### config.mk
export PLATFORM = sky130hd
export DESIGN_NAME = bwc_regs
export DESIGN_NICKNAME = d
export VERILOG_FILES = /design/src/pkg/bwc_pkg.sv /design/src/rtl/bwc_regs.sv
export SDC_FILE = /design/constraint.sdc
export NUM_CORES = 1
export LEC_CHECK = 0
export ABC_AREA = 1
export BUFFER_PORTS_ARGS = -buffer_cell sky130_fd_sc_hd__buf_2
export CAP_MARGIN = 20
export CORE_UTILIZATION = 40
export CTS_BUF_LIST = sky130_fd_sc_hd__clkbuf_4
export DETAILED_ROUTE_END_ITERATION = 12
export HOLD_SLACK_MARGIN = 0.08
export SLEW_MARGIN = 20
export SYNTH_ARGS = -nofsm -noshare
export SYNTH_HDL_FRONTEND = slang
export SYNTH_SLANG_ARGS = --single-unit
### constraint.sdc
create_clock -name i_clock -period 1.9 [get_ports i_clock]
set_input_delay 0 -clock i_clock [delete_from_list [all_inputs] [get_ports i_clock]]
set_output_delay 0 -clock i_clock [all_outputs]
set_load 0.05 [all_outputs]
### src/pkg/bwc_pkg.sv
// bwc_pkg: offsets, reset values and field positions of the bridge window and control registers
package bwc_pkg;
    // ----------------------------------------------------------------
    // register byte offsets
    // ----------------------------------------------------------------
    localparam logic [7:0] OFF_PREF_BASE_UPPER = 8'h28;
    localparam logic [7:0] OFF_PREF_LIMIT_UPPER = 8'h2c;
    localparam logic [7:0] OFF_IO_UPPER = 8'h30;
    localparam logic [7:0] OFF_CAP_PTR = 8'h34;
    localparam logic [7:0] OFF_INT_CTRL = 8'h3c;
    localparam logic [7:0] OFF_PM_CAP = 8'h40;
    // ----------------------------------------------------------------
    // reset and constant values
    // ----------------------------------------------------------------
    localparam logic [31:0] RST_PREF_UPPER = 32'h0000_0000;
    localparam logic [15:0] RST_IO_UPPER = 16'h0000;
    localparam logic [7:0] CAP_PTR_VALUE = 8'h40;
    localparam logic [7:0] PM_CAP_ID = 8'h01;
    localparam logic [7:0] RST_INT_LINE = 8'h00;
    localparam logic [7:0] RST_INT_PIN = 8'h00;
    // ----------------------------------------------------------------
    // bridge control bit positions within the 0x3c word
    // ----------------------------------------------------------------
    localparam int BIT_PARITY_RESP = 16;
    localparam int BIT_SERR_FWD = 17;
    localparam int BIT_ISA_EN = 18;
    localparam int BIT_VGA_EN = 19;
    localparam int BIT_VGA16 = 20;
    localparam int BIT_SEC_RESET = 22;
    // ----------------------------------------------------------------
    // legacy decode ranges and window limit fill values
    // ----------------------------------------------------------------
    localparam logic [63:0] VGA_MEM_LO = 64'h0000_0000_000a_0000;
    localparam logic [63:0] VGA_MEM_HI = 64'h0000_0000_000b_ffff;
    localparam logic [9:0] VGA_IO_A_LO = 10'h3b0;
    localparam logic [9:0] VGA_IO_A_HI = 10'h3bb;
    localparam logic [9:0] VGA_IO_B_LO = 10'h3c0;
    localparam logic [9:0] VGA_IO_B_HI = 10'h3df;
    localparam logic [19:0] PREF_LIMIT_FILL = 20'hfffff;
    localparam logic [11:0] IO_LIMIT_FILL = 12'hfff;
endpackage

### src/rtl/bwc_regs.sv
// bwc_regs: bridge window upper halves, capability pointer, interrupt and bridge control registers
`timescale 1ns/1ps
// Functional notes
// - prefetch limit upper 32 bits, RW, reset zero
// - I/O base upper 16 bits, low half
// - I/O limit upper 16 bits, high half
// - capability pointer reads 40h, read only
// - interrupt pin field resets to zero, read only
// - downstream pin default loadable, else zero
// - bit 16 enables secondary poisoned packet reporting
// - bit 17 gates secondary error message forwarding
// - bit 18: ISA, only top 768 bytes forwarded
// - bit 19 enables legacy display range forwarding
// - display memory A0000h through BFFFFh inclusive
// - display I/O 3B0-3BBh, 3C0-3DFh, first 64KB
// - bit 20 selects 16-bit versus 10-bit compare
// - bit 22 downstream: hot reset, port reset
// - bit 22 upstream: reset all downstream ports
// - control bits 21, 23-27 read zero
// - prefetch base upper 32 bits, RW, zero
// - capability block starts with power management id
module bwc_regs
    import bwc_pkg::*;
#(
    parameter int N_DOWN = 2
) (
    // clock and reset
    input wire logic i_clock,
    input wire logic i_rst,
    // avalon-mm slave
    input wire logic [7:0] i_avs_address,
    input wire logic i_avs_read,
    input wire logic i_avs_write,
    input wire logic [3:0] i_avs_byteenable,
    input wire logic [31:0] i_avs_writedata,
    output logic [31:0] o_avs_readdata,
    output logic o_avs_waitrequest,
    // port role and lower window fields held elsewhere
    input wire logic i_port_is_upstream,
    input wire logic [11:0] i_pref_base_low,
    input wire logic [11:0] i_pref_limit_low,
    input wire logic [3:0] i_io_base_low,
    input wire logic [3:0] i_io_limit_low,
    // interrupt pin default loader (management port or config memory)
    input wire logic i_int_pin_load,
    input wire logic [7:0] i_int_pin_value,
    // transaction to classify
    input wire logic i_txn_valid,
    input wire logic i_txn_is_io,
    input wire logic i_txn_poisoned,
    input wire logic [63:0] i_txn_addr,
    input wire logic i_err_msg_valid,
    input wire logic i_upstream_hot_reset,
    // classification results
    output logic o_pref_hit,
    output logic o_io_hit,
    output logic o_vga_hit,
    output logic o_poison_report,
    output logic o_err_forward,
    // resets toward attached devices
    output logic o_port_reset,
    output logic [N_DOWN-1:0] o_downstream_reset
);
    // ----------------------------------------------------------------
    // register state
    // ----------------------------------------------------------------
    logic [31:0] pref_base_upper;
    logic [31:0] pref_limit_upper;
    logic [15:0] io_base_upper;
    logic [15:0] io_limit_upper;
    logic [7:0] interrupt_routing_line;
    logic [7:0] interrupt_pin_select;
    logic parity_resp;
    logic secondary_error_forward_enable;
    logic isa_enable;
    logic vga_enable;
    logic vga_decode16;
    logic sec_bus_reset;

    logic wr_fire;
    logic rd_take;
    logic [31:0] bridge_control;
    logic [31:0] io_merged;

    function automatic logic [31:0] merge_be(input logic [31:0] old, input logic [31:0] data,
                                            input logic [3:0] be);
        logic [31:0] r;
        r = old;
        for (int i = 0; i < 4; i++) begin
            if (be[i]) begin
                r[8*i +: 8] = data[8*i +: 8];
            end
        end
        return r;
    endfunction

    function automatic logic in_window(input logic [63:0] addr, input logic [63:0] lo,
                                       input logic [63:0] hi);
        return (addr >= lo) && (addr <= hi);
    endfunction

    // ----------------------------------------------------------------
    // bus handshake
    // ----------------------------------------------------------------
    // every access answers exactly one cycle after it is presented
    assign wr_fire = i_avs_write && !o_avs_waitrequest;
    assign rd_take = i_avs_read && o_avs_waitrequest;

    always_ff @(posedge i_clock) begin
        if (i_rst) begin
            o_avs_waitrequest <= 1'b1;
        end else begin
            o_avs_waitrequest <= !((i_avs_read || i_avs_write) && o_avs_waitrequest);
        end
    end

    // ----------------------------------------------------------------
    // writable fields
    // ----------------------------------------------------------------
    always_ff @(posedge i_clock) begin
        if (i_rst) begin
            pref_base_upper <= RST_PREF_UPPER;
            pref_limit_upper <= RST_PREF_UPPER;
        end else if (wr_fire && i_avs_address[7:2] == OFF_PREF_BASE_UPPER[7:2]) begin
            pref_base_upper <= merge_be(pref_base_upper, i_avs_writedata, i_avs_byteenable);
        end else if (wr_fire && i_avs_address[7:2] == OFF_PREF_LIMIT_UPPER[7:2]) begin
            pref_limit_upper <= merge_be(pref_limit_upper, i_avs_writedata, i_avs_byteenable);
        end
    end

    assign io_merged = merge_be({io_limit_upper, io_base_upper}, i_avs_writedata, i_avs_byteenable);

    always_ff @(posedge i_clock) begin
        if (i_rst) begin
            io_base_upper <= RST_IO_UPPER;
            io_limit_upper <= RST_IO_UPPER;
        end else if (wr_fire && i_avs_address[7:2] == OFF_IO_UPPER[7:2]) begin
            io_base_upper <= io_merged[15:0];
            io_limit_upper <= io_merged[31:16];
        end
    end

    always_ff @(posedge i_clock) begin
        if (i_rst) begin
            interrupt_routing_line <= RST_INT_LINE;
        end else if (wr_fire && i_avs_address[7:2] == OFF_INT_CTRL[7:2] && i_avs_byteenable[0]) begin
            interrupt_routing_line <= i_avs_writedata[7:0];
        end
    end

    // pin field is read-only to software; only the loader may replace it, and only downstream
    always_ff @(posedge i_clock) begin
        if (i_rst) begin
            interrupt_pin_select <= RST_INT_PIN;
        end else if (i_int_pin_load && !i_port_is_upstream) begin
            interrupt_pin_select <= i_int_pin_value;
        end
    end

    // only the six implemented control bits are stored; the rest have no flops
    always_ff @(posedge i_clock) begin
        if (i_rst) begin
            parity_resp <= 1'b0;
            secondary_error_forward_enable <= 1'b0;
            isa_enable <= 1'b0;
            vga_enable <= 1'b0;
            vga_decode16 <= 1'b0;
            sec_bus_reset <= 1'b0;
        end else if (wr_fire && i_avs_address[7:2] == OFF_INT_CTRL[7:2]) begin
            if (i_avs_byteenable[2]) begin
                parity_resp <= i_avs_writedata[BIT_PARITY_RESP];
                secondary_error_forward_enable <= i_avs_writedata[BIT_SERR_FWD];
                isa_enable <= i_avs_writedata[BIT_ISA_EN];
                vga_enable <= i_avs_writedata[BIT_VGA_EN];
                vga_decode16 <= i_avs_writedata[BIT_VGA16];
                sec_bus_reset <= i_avs_writedata[BIT_SEC_RESET];
            end
        end
    end

    always_comb begin
        bridge_control = 32'h0000_0000;
        bridge_control[BIT_PARITY_RESP] = parity_resp;
        bridge_control[BIT_SERR_FWD] = secondary_error_forward_enable;
        bridge_control[BIT_ISA_EN] = isa_enable;
        bridge_control[BIT_VGA_EN] = vga_enable;
        bridge_control[BIT_VGA16] = vga_decode16;
        bridge_control[BIT_SEC_RESET] = sec_bus_reset;
        bridge_control[15:8] = interrupt_pin_select;
        bridge_control[7:0] = interrupt_routing_line;
    end

    // ----------------------------------------------------------------
    // read data, captured when the request is first seen
    // ----------------------------------------------------------------
    always_ff @(posedge i_clock) begin
        if (i_rst) begin
            o_avs_readdata <= 32'h0000_0000;
        end else if (rd_take) begin
            unique case (i_avs_address[7:2])
                OFF_PREF_BASE_UPPER[7:2]: o_avs_readdata <= pref_base_upper;
                OFF_PREF_LIMIT_UPPER[7:2]: o_avs_readdata <= pref_limit_upper;
                OFF_IO_UPPER[7:2]: o_avs_readdata <= {io_limit_upper, io_base_upper};
                OFF_CAP_PTR[7:2]: o_avs_readdata <= {24'h000000, CAP_PTR_VALUE};
                OFF_INT_CTRL[7:2]: o_avs_readdata <= bridge_control;
                OFF_PM_CAP[7:2]: o_avs_readdata <= {24'h000000, PM_CAP_ID};
                default: o_avs_readdata <= 32'h0000_0000;
            endcase
        end
    end

    // ----------------------------------------------------------------
    // forwarding decode
    // ----------------------------------------------------------------
    logic [63:0] pref_lo;
    logic [63:0] pref_hi;
    logic [63:0] io_lo;
    logic [63:0] io_hi;
    logic io_first64k;
    logic isa_masked;
    logic vga_io_match;
    logic vga_mem_match;

    assign pref_lo = {pref_base_upper, i_pref_base_low, 20'h00000};
    assign pref_hi = {pref_limit_upper, i_pref_limit_low, PREF_LIMIT_FILL};
    assign io_lo = {32'h0000_0000, io_base_upper, i_io_base_low, 12'h000};
    assign io_hi = {32'h0000_0000, io_limit_upper, i_io_limit_low, IO_LIMIT_FILL};
    assign io_first64k = (i_txn_addr[63:16] == 48'h0);
    // the bottom 256 bytes of each 1KB block in the first 64KB stay out of the window under ISA mode
    assign isa_masked = isa_enable && io_first64k && (i_txn_addr[9:8] == 2'b00);
    assign vga_mem_match = (i_txn_addr >= VGA_MEM_LO) && (i_txn_addr <= VGA_MEM_HI);
    // 10-bit mode aliases the ports across the first 64KB; 16-bit mode also wants bits 15:10 clear
    assign vga_io_match = io_first64k && (!vga_decode16 || i_txn_addr[15:10] == 6'h00)
        && (((i_txn_addr[9:0] >= VGA_IO_A_LO) && (i_txn_addr[9:0] <= VGA_IO_A_HI))
        || ((i_txn_addr[9:0] >= VGA_IO_B_LO) && (i_txn_addr[9:0] <= VGA_IO_B_HI)));

    always_ff @(posedge i_clock) begin
        if (i_rst) begin
            o_pref_hit <= 1'b0;
            o_io_hit <= 1'b0;
            o_vga_hit <= 1'b0;
        end else begin
            o_pref_hit <= i_txn_valid && !i_txn_is_io && in_window(i_txn_addr, pref_lo, pref_hi);
            o_io_hit <= i_txn_valid && i_txn_is_io && in_window(i_txn_addr, io_lo, io_hi) && !isa_masked;
            o_vga_hit <= i_txn_valid && vga_enable && (i_txn_is_io ? vga_io_match : vga_mem_match);
        end
    end

    always_ff @(posedge i_clock) begin
        if (i_rst) begin
            o_poison_report <= 1'b0;
            o_err_forward <= 1'b0;
        end else begin
            o_poison_report <= i_txn_valid && i_txn_poisoned && parity_resp;
            o_err_forward <= i_err_msg_valid && secondary_error_forward_enable;
        end
    end

    // ----------------------------------------------------------------
    // hot reset outputs
    // ----------------------------------------------------------------
    always_ff @(posedge i_clock) begin
        if (i_rst) begin
            o_port_reset <= 1'b0;
            o_downstream_reset <= '0;
        end else begin
            o_port_reset <= (sec_bus_reset && !i_port_is_upstream) || i_upstream_hot_reset;
            o_downstream_reset <= {N_DOWN{sec_bus_reset && i_port_is_upstream}};
        end
    end
endmodule

[Word-level counts from Yosys, hierarchy flattened]
Cells that the tools add are included.
Storage, ports and cells
  bits in registers: 158
  output and inout port bits: 41
Cells by class
  magnitude comparators: 10
  equality and inequality tests: 6
  multiplexer cells: 2
  bitwise logic cells: 1
  reduce and logical (&&, ||, !) cells: 56
Operators by type and width (number)
  32-bit one-hot mux with 6 select lines: 1
  64-bit by 20-bit >= comparator with 1-bit output (second input constant): 1
  64-bit by 32-bit >= comparator with 1-bit output: 1
  64-bit >= comparator: 1
  64-bit by 20-bit less-or-equal comparator with 1-bit output (second input constant): 1
  64-bit by 32-bit less-or-equal comparator with 1-bit output: 1
  64-bit less-or-equal comparator: 1
  48-bit logical NOT: 1
  6-bit by 4-bit == test with 1-bit output (second input constant): 5
  1-bit logical AND: 30
  10-bit >= comparator (second input constant): 2
  10-bit less-or-equal comparator (second input constant): 2
  2-bit AND reduction: 9
  3-bit AND reduction: 4
  6-bit by 5-bit == test with 1-bit output (second input constant): 1
  1-bit logical NOT: 6
  6-bit logical NOT: 1
  1-bit logical OR: 4
  2-bit logical NOT: 1
  1-bit two-way mux: 1
  1-bit NOT: 1

[Logic depth before layout (Yosys ltp)]
  word-level depth: 6
  mapped depth: 15

[Least setup slack after synthesis]
Ideal clock, no wire load.
  path kind: flip-flop to flip-flop
  start: register o_avs_waitrequest
  end: register io_limit_upper[15]
  arrival time: 1.591 ns
  path slack: 0.240 ns
  cell stages (with the launch flop): 8
  clock period less this slack: 1.660 ns
  cells stage by stage: dfxtp_1 -> nor2_1 -> inv_1 -> nor2_2 -> nand2_1 -> buf_2 -> o21ai_0 -> a21oi_1
Between the ends
  cells in the longest elaborated chain, start to end: 4
Ends and longest elaborated chain
  from (decl): line bwc_regs.sv:37  | output logic o_avs_waitrequest,
  from (signal assigned): line bwc_regs.sv:113  | o_avs_waitrequest <= !((i_avs_read || i_avs_write) && o_avs_waitrequest);
  1-bit logical NOT: line bwc_regs.sv:106  | assign wr_fire = i_avs_write && !o_avs_waitrequest;
  1-bit logical AND: line bwc_regs.sv:106
  1-bit logical AND: line bwc_regs.sv:137  | end else if (wr_fire && i_avs_address[7:2] == OFF_IO_UPPER[7:2]) begin
  2-bit AND reduction (no line)
  to (signal assigned): line bwc_regs.sv:139  | io_limit_upper <= io_merged[31:16];
  to (decl): line bwc_regs.sv:70  | logic [15:0] io_limit_upper;
No other way between the ends.
A chain may end at the register's enable or synchronous reset.

[Worst setup path after layout]
  start: register sec_bus_reset
  end: register o_port_reset
Between the ends
  cells in the longest elaborated chain, start to end: 2
Ends and longest elaborated chain
  from (decl): line bwc_regs.sv:78  | logic sec_bus_reset;
  from (signal assigned): line bwc_regs.sv:176  | sec_bus_reset <= i_avs_writedata[BIT_SEC_RESET];
  1-bit logical AND: line bwc_regs.sv:267  | o_port_reset <= (sec_bus_reset && !i_port_is_upstream) || i_upstream_hot_reset;
  1-bit logical OR: line bwc_regs.sv:267
  to (signal assigned): line bwc_regs.sv:267
  to (decl): line bwc_regs.sv:61  | output logic o_port_reset,
No other way between the ends.

==> impl_metrics.json <==
{
  "outcome": "finished, final reports clean",
  "cpPeakStageDelay_ns": 0.60,
  "regArea_sq_um": 3160,
  "start_util": 0.407,
  "p_comb_frac": 0.193,
  "dieHeight_um": 159,
  "fin_crit_sh": 0.960,
  "tightest_slew_ns": 1.14,
  "grt_max_degree": 44,
  "rows": 57,
  "design.core.area_sq_um": 24200,
  "yosysTopAreaCellShare": 0.320,
  "max_freq_mhz": 548,
  "cts_root_buf": "clkbuf_4",
  "grt_pass1_wl_um": 52500,
  "die_area_sq_um": 25300,
  "hold_class": "in2reg",
  "htreeDepth": 4,
  "fillers": 2402,
  "cp_cell_sequence": "a21oi_1 -> dlygate4sd3_1 -> nor2_1 -> dlygate4sd3_1",
  "grt_pass1_vias": 9689,
  "drv_slew": 0,
  "fin_nets": 1961,
  "rsz0062_at_grt": "true",
  "fin_crit_ns": 1.82,
  "syn-cell-area_sq_um": 9880,
  "hold_viol": 0,
  "routed_wl_um": 34100,
  "stdcell_count": 2013,
  "clock_skew_ns": 0.0166,
  "regToRegSetupSlack_ns": 0.08,
  "synth_top_cell_by_area": "dfxtp_1",
  "ant_nets": 0,
  "cts_tree": "yes",
  "final.setup.tns_ns": 0,
  "worst_ep_required_time_ns": 2.38,
  "vias": 10352,
  "synth-warning-count": 0,
  "critPathArrivalTime_ns": 2.30,
  "cap_violations": 0,
  "critPathKind": "reg2reg",
  "clk-insertion-delay-late_ns": 0.59,
  "multiInputGateArea_sq_um": 5770,
  "switching_share": 0.312,
  "grt_overflow_total": 0,
  "synthCells": 1369,
  "dp_hpwl_um": 25400,
  "cts_num_sinks": 158,
  "power_leakage_nw": 5.47,
  "crit_buf_inv": 2,
  "place_area_sq_um": 11200,
  "synth_seq_cells": 158,
  "post_drt_wl_per_cell_um": 16.9,
  "vias_per_cell": 5.14,
  "finalWeightedCongestion": 0.915,
  "cts_buffer_depth": 2,
  "drtPass1Iterations": 5,
  "die_w_um": 159,
  "p_clk_frac": 0.287,
  "io_buffers": 197,
  "cp_max_fo": 2,
  "path_clk_slew_ns": 0.15,
  "drt_iter0_drc": 678,
  "fin_util": 0.522,
  "irDropWorstVdd_mv": 0.316,
  "cp_top_family": "buffers and inverters",
  "drive_gt1_frac": 0.185,
  "max-slew-margin-rel": 0.235,
  "switching_power_w": 0.00200,
  "setup_viol": 0,
  "netlist_top_cells_area": "dfxtp_1, ha_1, a21oi_1, nand2_1, inv_1",
  "p_per_area_nw_per_um2": 507,
  "synth.yosys.seq_area_share": 0.320,
  "syn_area_per_cell_sq_um": 7.22,
  "seqPwrFrac": 0.520,
  "path_common_cell": "dlygate4sd3_1",
  "post-place-cells": 1865,
  "cts_made_buffers": 17,
  "area_growth_pct": 28.1,
  "drc_errors": 0,
  "hold_ws_ns": 0.120,
  "top_level_ports": 200,
  "cp-start-kind": "flip-flop",
  "crit_slowest_cell": "dlygate4sd3_1",
  "synth_nets": 1656,
  "p_int_w": 0.00441,
  "grt_use_total": 0.269,
  "endpoint_kind": "flip-flop",
  "grt_antenna_before_repair": 1,
  "design_area_sq_um": 12700,
  "synth_cell_types": 33
}
## synth_stat cells
cell type	n
nand2_1	220
inv_1	199
a21oi_1	174
dfxtp_1	158
nor2_1	141
ha_1	128
o21ai_0	127
o22ai_1	51
a211oi_2	32
clkbuf_1	31
nand3_1	27
nand4_1	13
nor3_1	12
buf_2	10
a21o_1	5
buf_1	4
buf_6	4
nand2_4	4
nor2_2	4
o21a_1	4
o211ai_1	3
o21ai_1	3
and2_1	2
inv_2	2
nand3b_1	2
nor4_1	2
a31oi_1	1
and3_1	1
buf_4	1
nor2_8	1
nor3b_1	1
o31ai_1	1
or2_2	1
## placed cells by master, fill, tap and decap left out, types with 5 or more instances in the layout
cell type | netlist | layout
inv_1 | 199 | 198
nor3_1 | 12 | 11
ha_1 | 128 | 128
o21ai_0 | 127 | 127
clkbuf_4 | 0 | 19
nor2_2 | 4 | 10
dlygate4sd3_1 | 0 | 113
dfxtp_1 | 158 | 158
nand4_1 | 13 | 13
a21o_1 | 5 | 5
nand3_1 | 27 | 26
buf_2 | 10 | 198
a21oi_1 | 174 | 173
nor2_1 | 141 | 135
buf_4 | 1 | 24
o22ai_1 | 51 | 51
a211oi_2 | 32 | 32
nand2_1 | 220 | 217
## worst min-delay path: stages
cell and delay (ns):
buf_2 0.14, buf_4 0.32, a21oi_1 0.19
## state kept, by name, indices dropped and copies added, names as in the netlist, 8 cells and up
signal                  flops
interrupt_pin_select        8
io_base_upper              16
interrupt_routing_line      8
pref_base_upper            32
o_avs_readdata             32
io_limit_upper             16
pref_limit_upper           32
## power groups by stage
stage	Sequential (W)	Clock [W]	Combinational, W
6_report	0.00334	0.00184	0.00124
2_1_floorplan	0.00342	0	0.000536
5_1_grt	0.00334	0.00203	0.00138
3_5_place_dp	0.00341	0	0.00103
3_3_place_gp	0.00341	0	0.00102
4_1_cts	0.00334	0.00189	0.00122
## logic make-up (layout without fill, tap and decap cells)
logic type | after synthesis | count (layout) | synth area share
buffers and inverters | 251 | 569 | 0.100
AOI/OAI and AO/OA | 401 | 401 | 0.237
DFF | 158 | 158 | 0.320
and+or+nand+nor | 431 | 431 | 0.180
other | 0 | 2 | 0
adders and majority gates | 128 | 128 | 0.162
## worst paths after layout
path | cells after the start | from | to
min | 3 | i_rst | o_avs_readdata[14]
min reg2reg | 2 | interrupt_routing_line[1] | interrupt_routing_line[1]
max reg2reg | 4 | sec_bus_reset | o_port_reset
max | 4 | sec_bus_reset | o_port_reset
## area by class of cell
| cell class | count | area share |
|---|---|---|
| Inverter | 201 | 0.0596 |
| Clock buffer | 19 | 0.0113 |
| Tap cell | 324 | 0.0320 |
| Sequential cell | 158 | 0.250 |
| Antenna cell | 2 | 0.000396 |
| Multi-Input combinational cell | 960 | 0.456 |
| Timing Repair Buffer | 336 | 0.184 |
| Clock inverter | 13 | 0.00712 |
## routing by layer
layer / part of all wire / vias to the layer above / GRT usage / wire, um
met5: 0 / - / 0 / 0
met4: 0.030 / 0 / 0.0962 / 1040
met3: 0.067 / 61 / 0.0479 / 2290
met2: 0.45 / 382 / 0.435 / 15200
met1: 0.46 / 4696 / 0.357 / 15500
li1: - / 5213 / - / -
## what timing repair did
item	CTS	global route
setup endpoints to repair	0	16
hold buffers	115	0
buffers inserted	0	0
endpoints found under the hold margin	158	0
resized for setup	0	14
## through the flow
stage / setup slack (ns) / power (W)
2_1_floorplan: 0.240 / 0.00396
3_3_place_gp: 0.151 / 0.00443
3_5_place_dp: 0.132 / 0.00444
4_1_cts: 0.0876 / 0.00644
5_1_grt: -0.0905 / 0.00675
6_report: 0.0762 / 0.00642
Note: power is estimated with default switching activity, not from simulation.
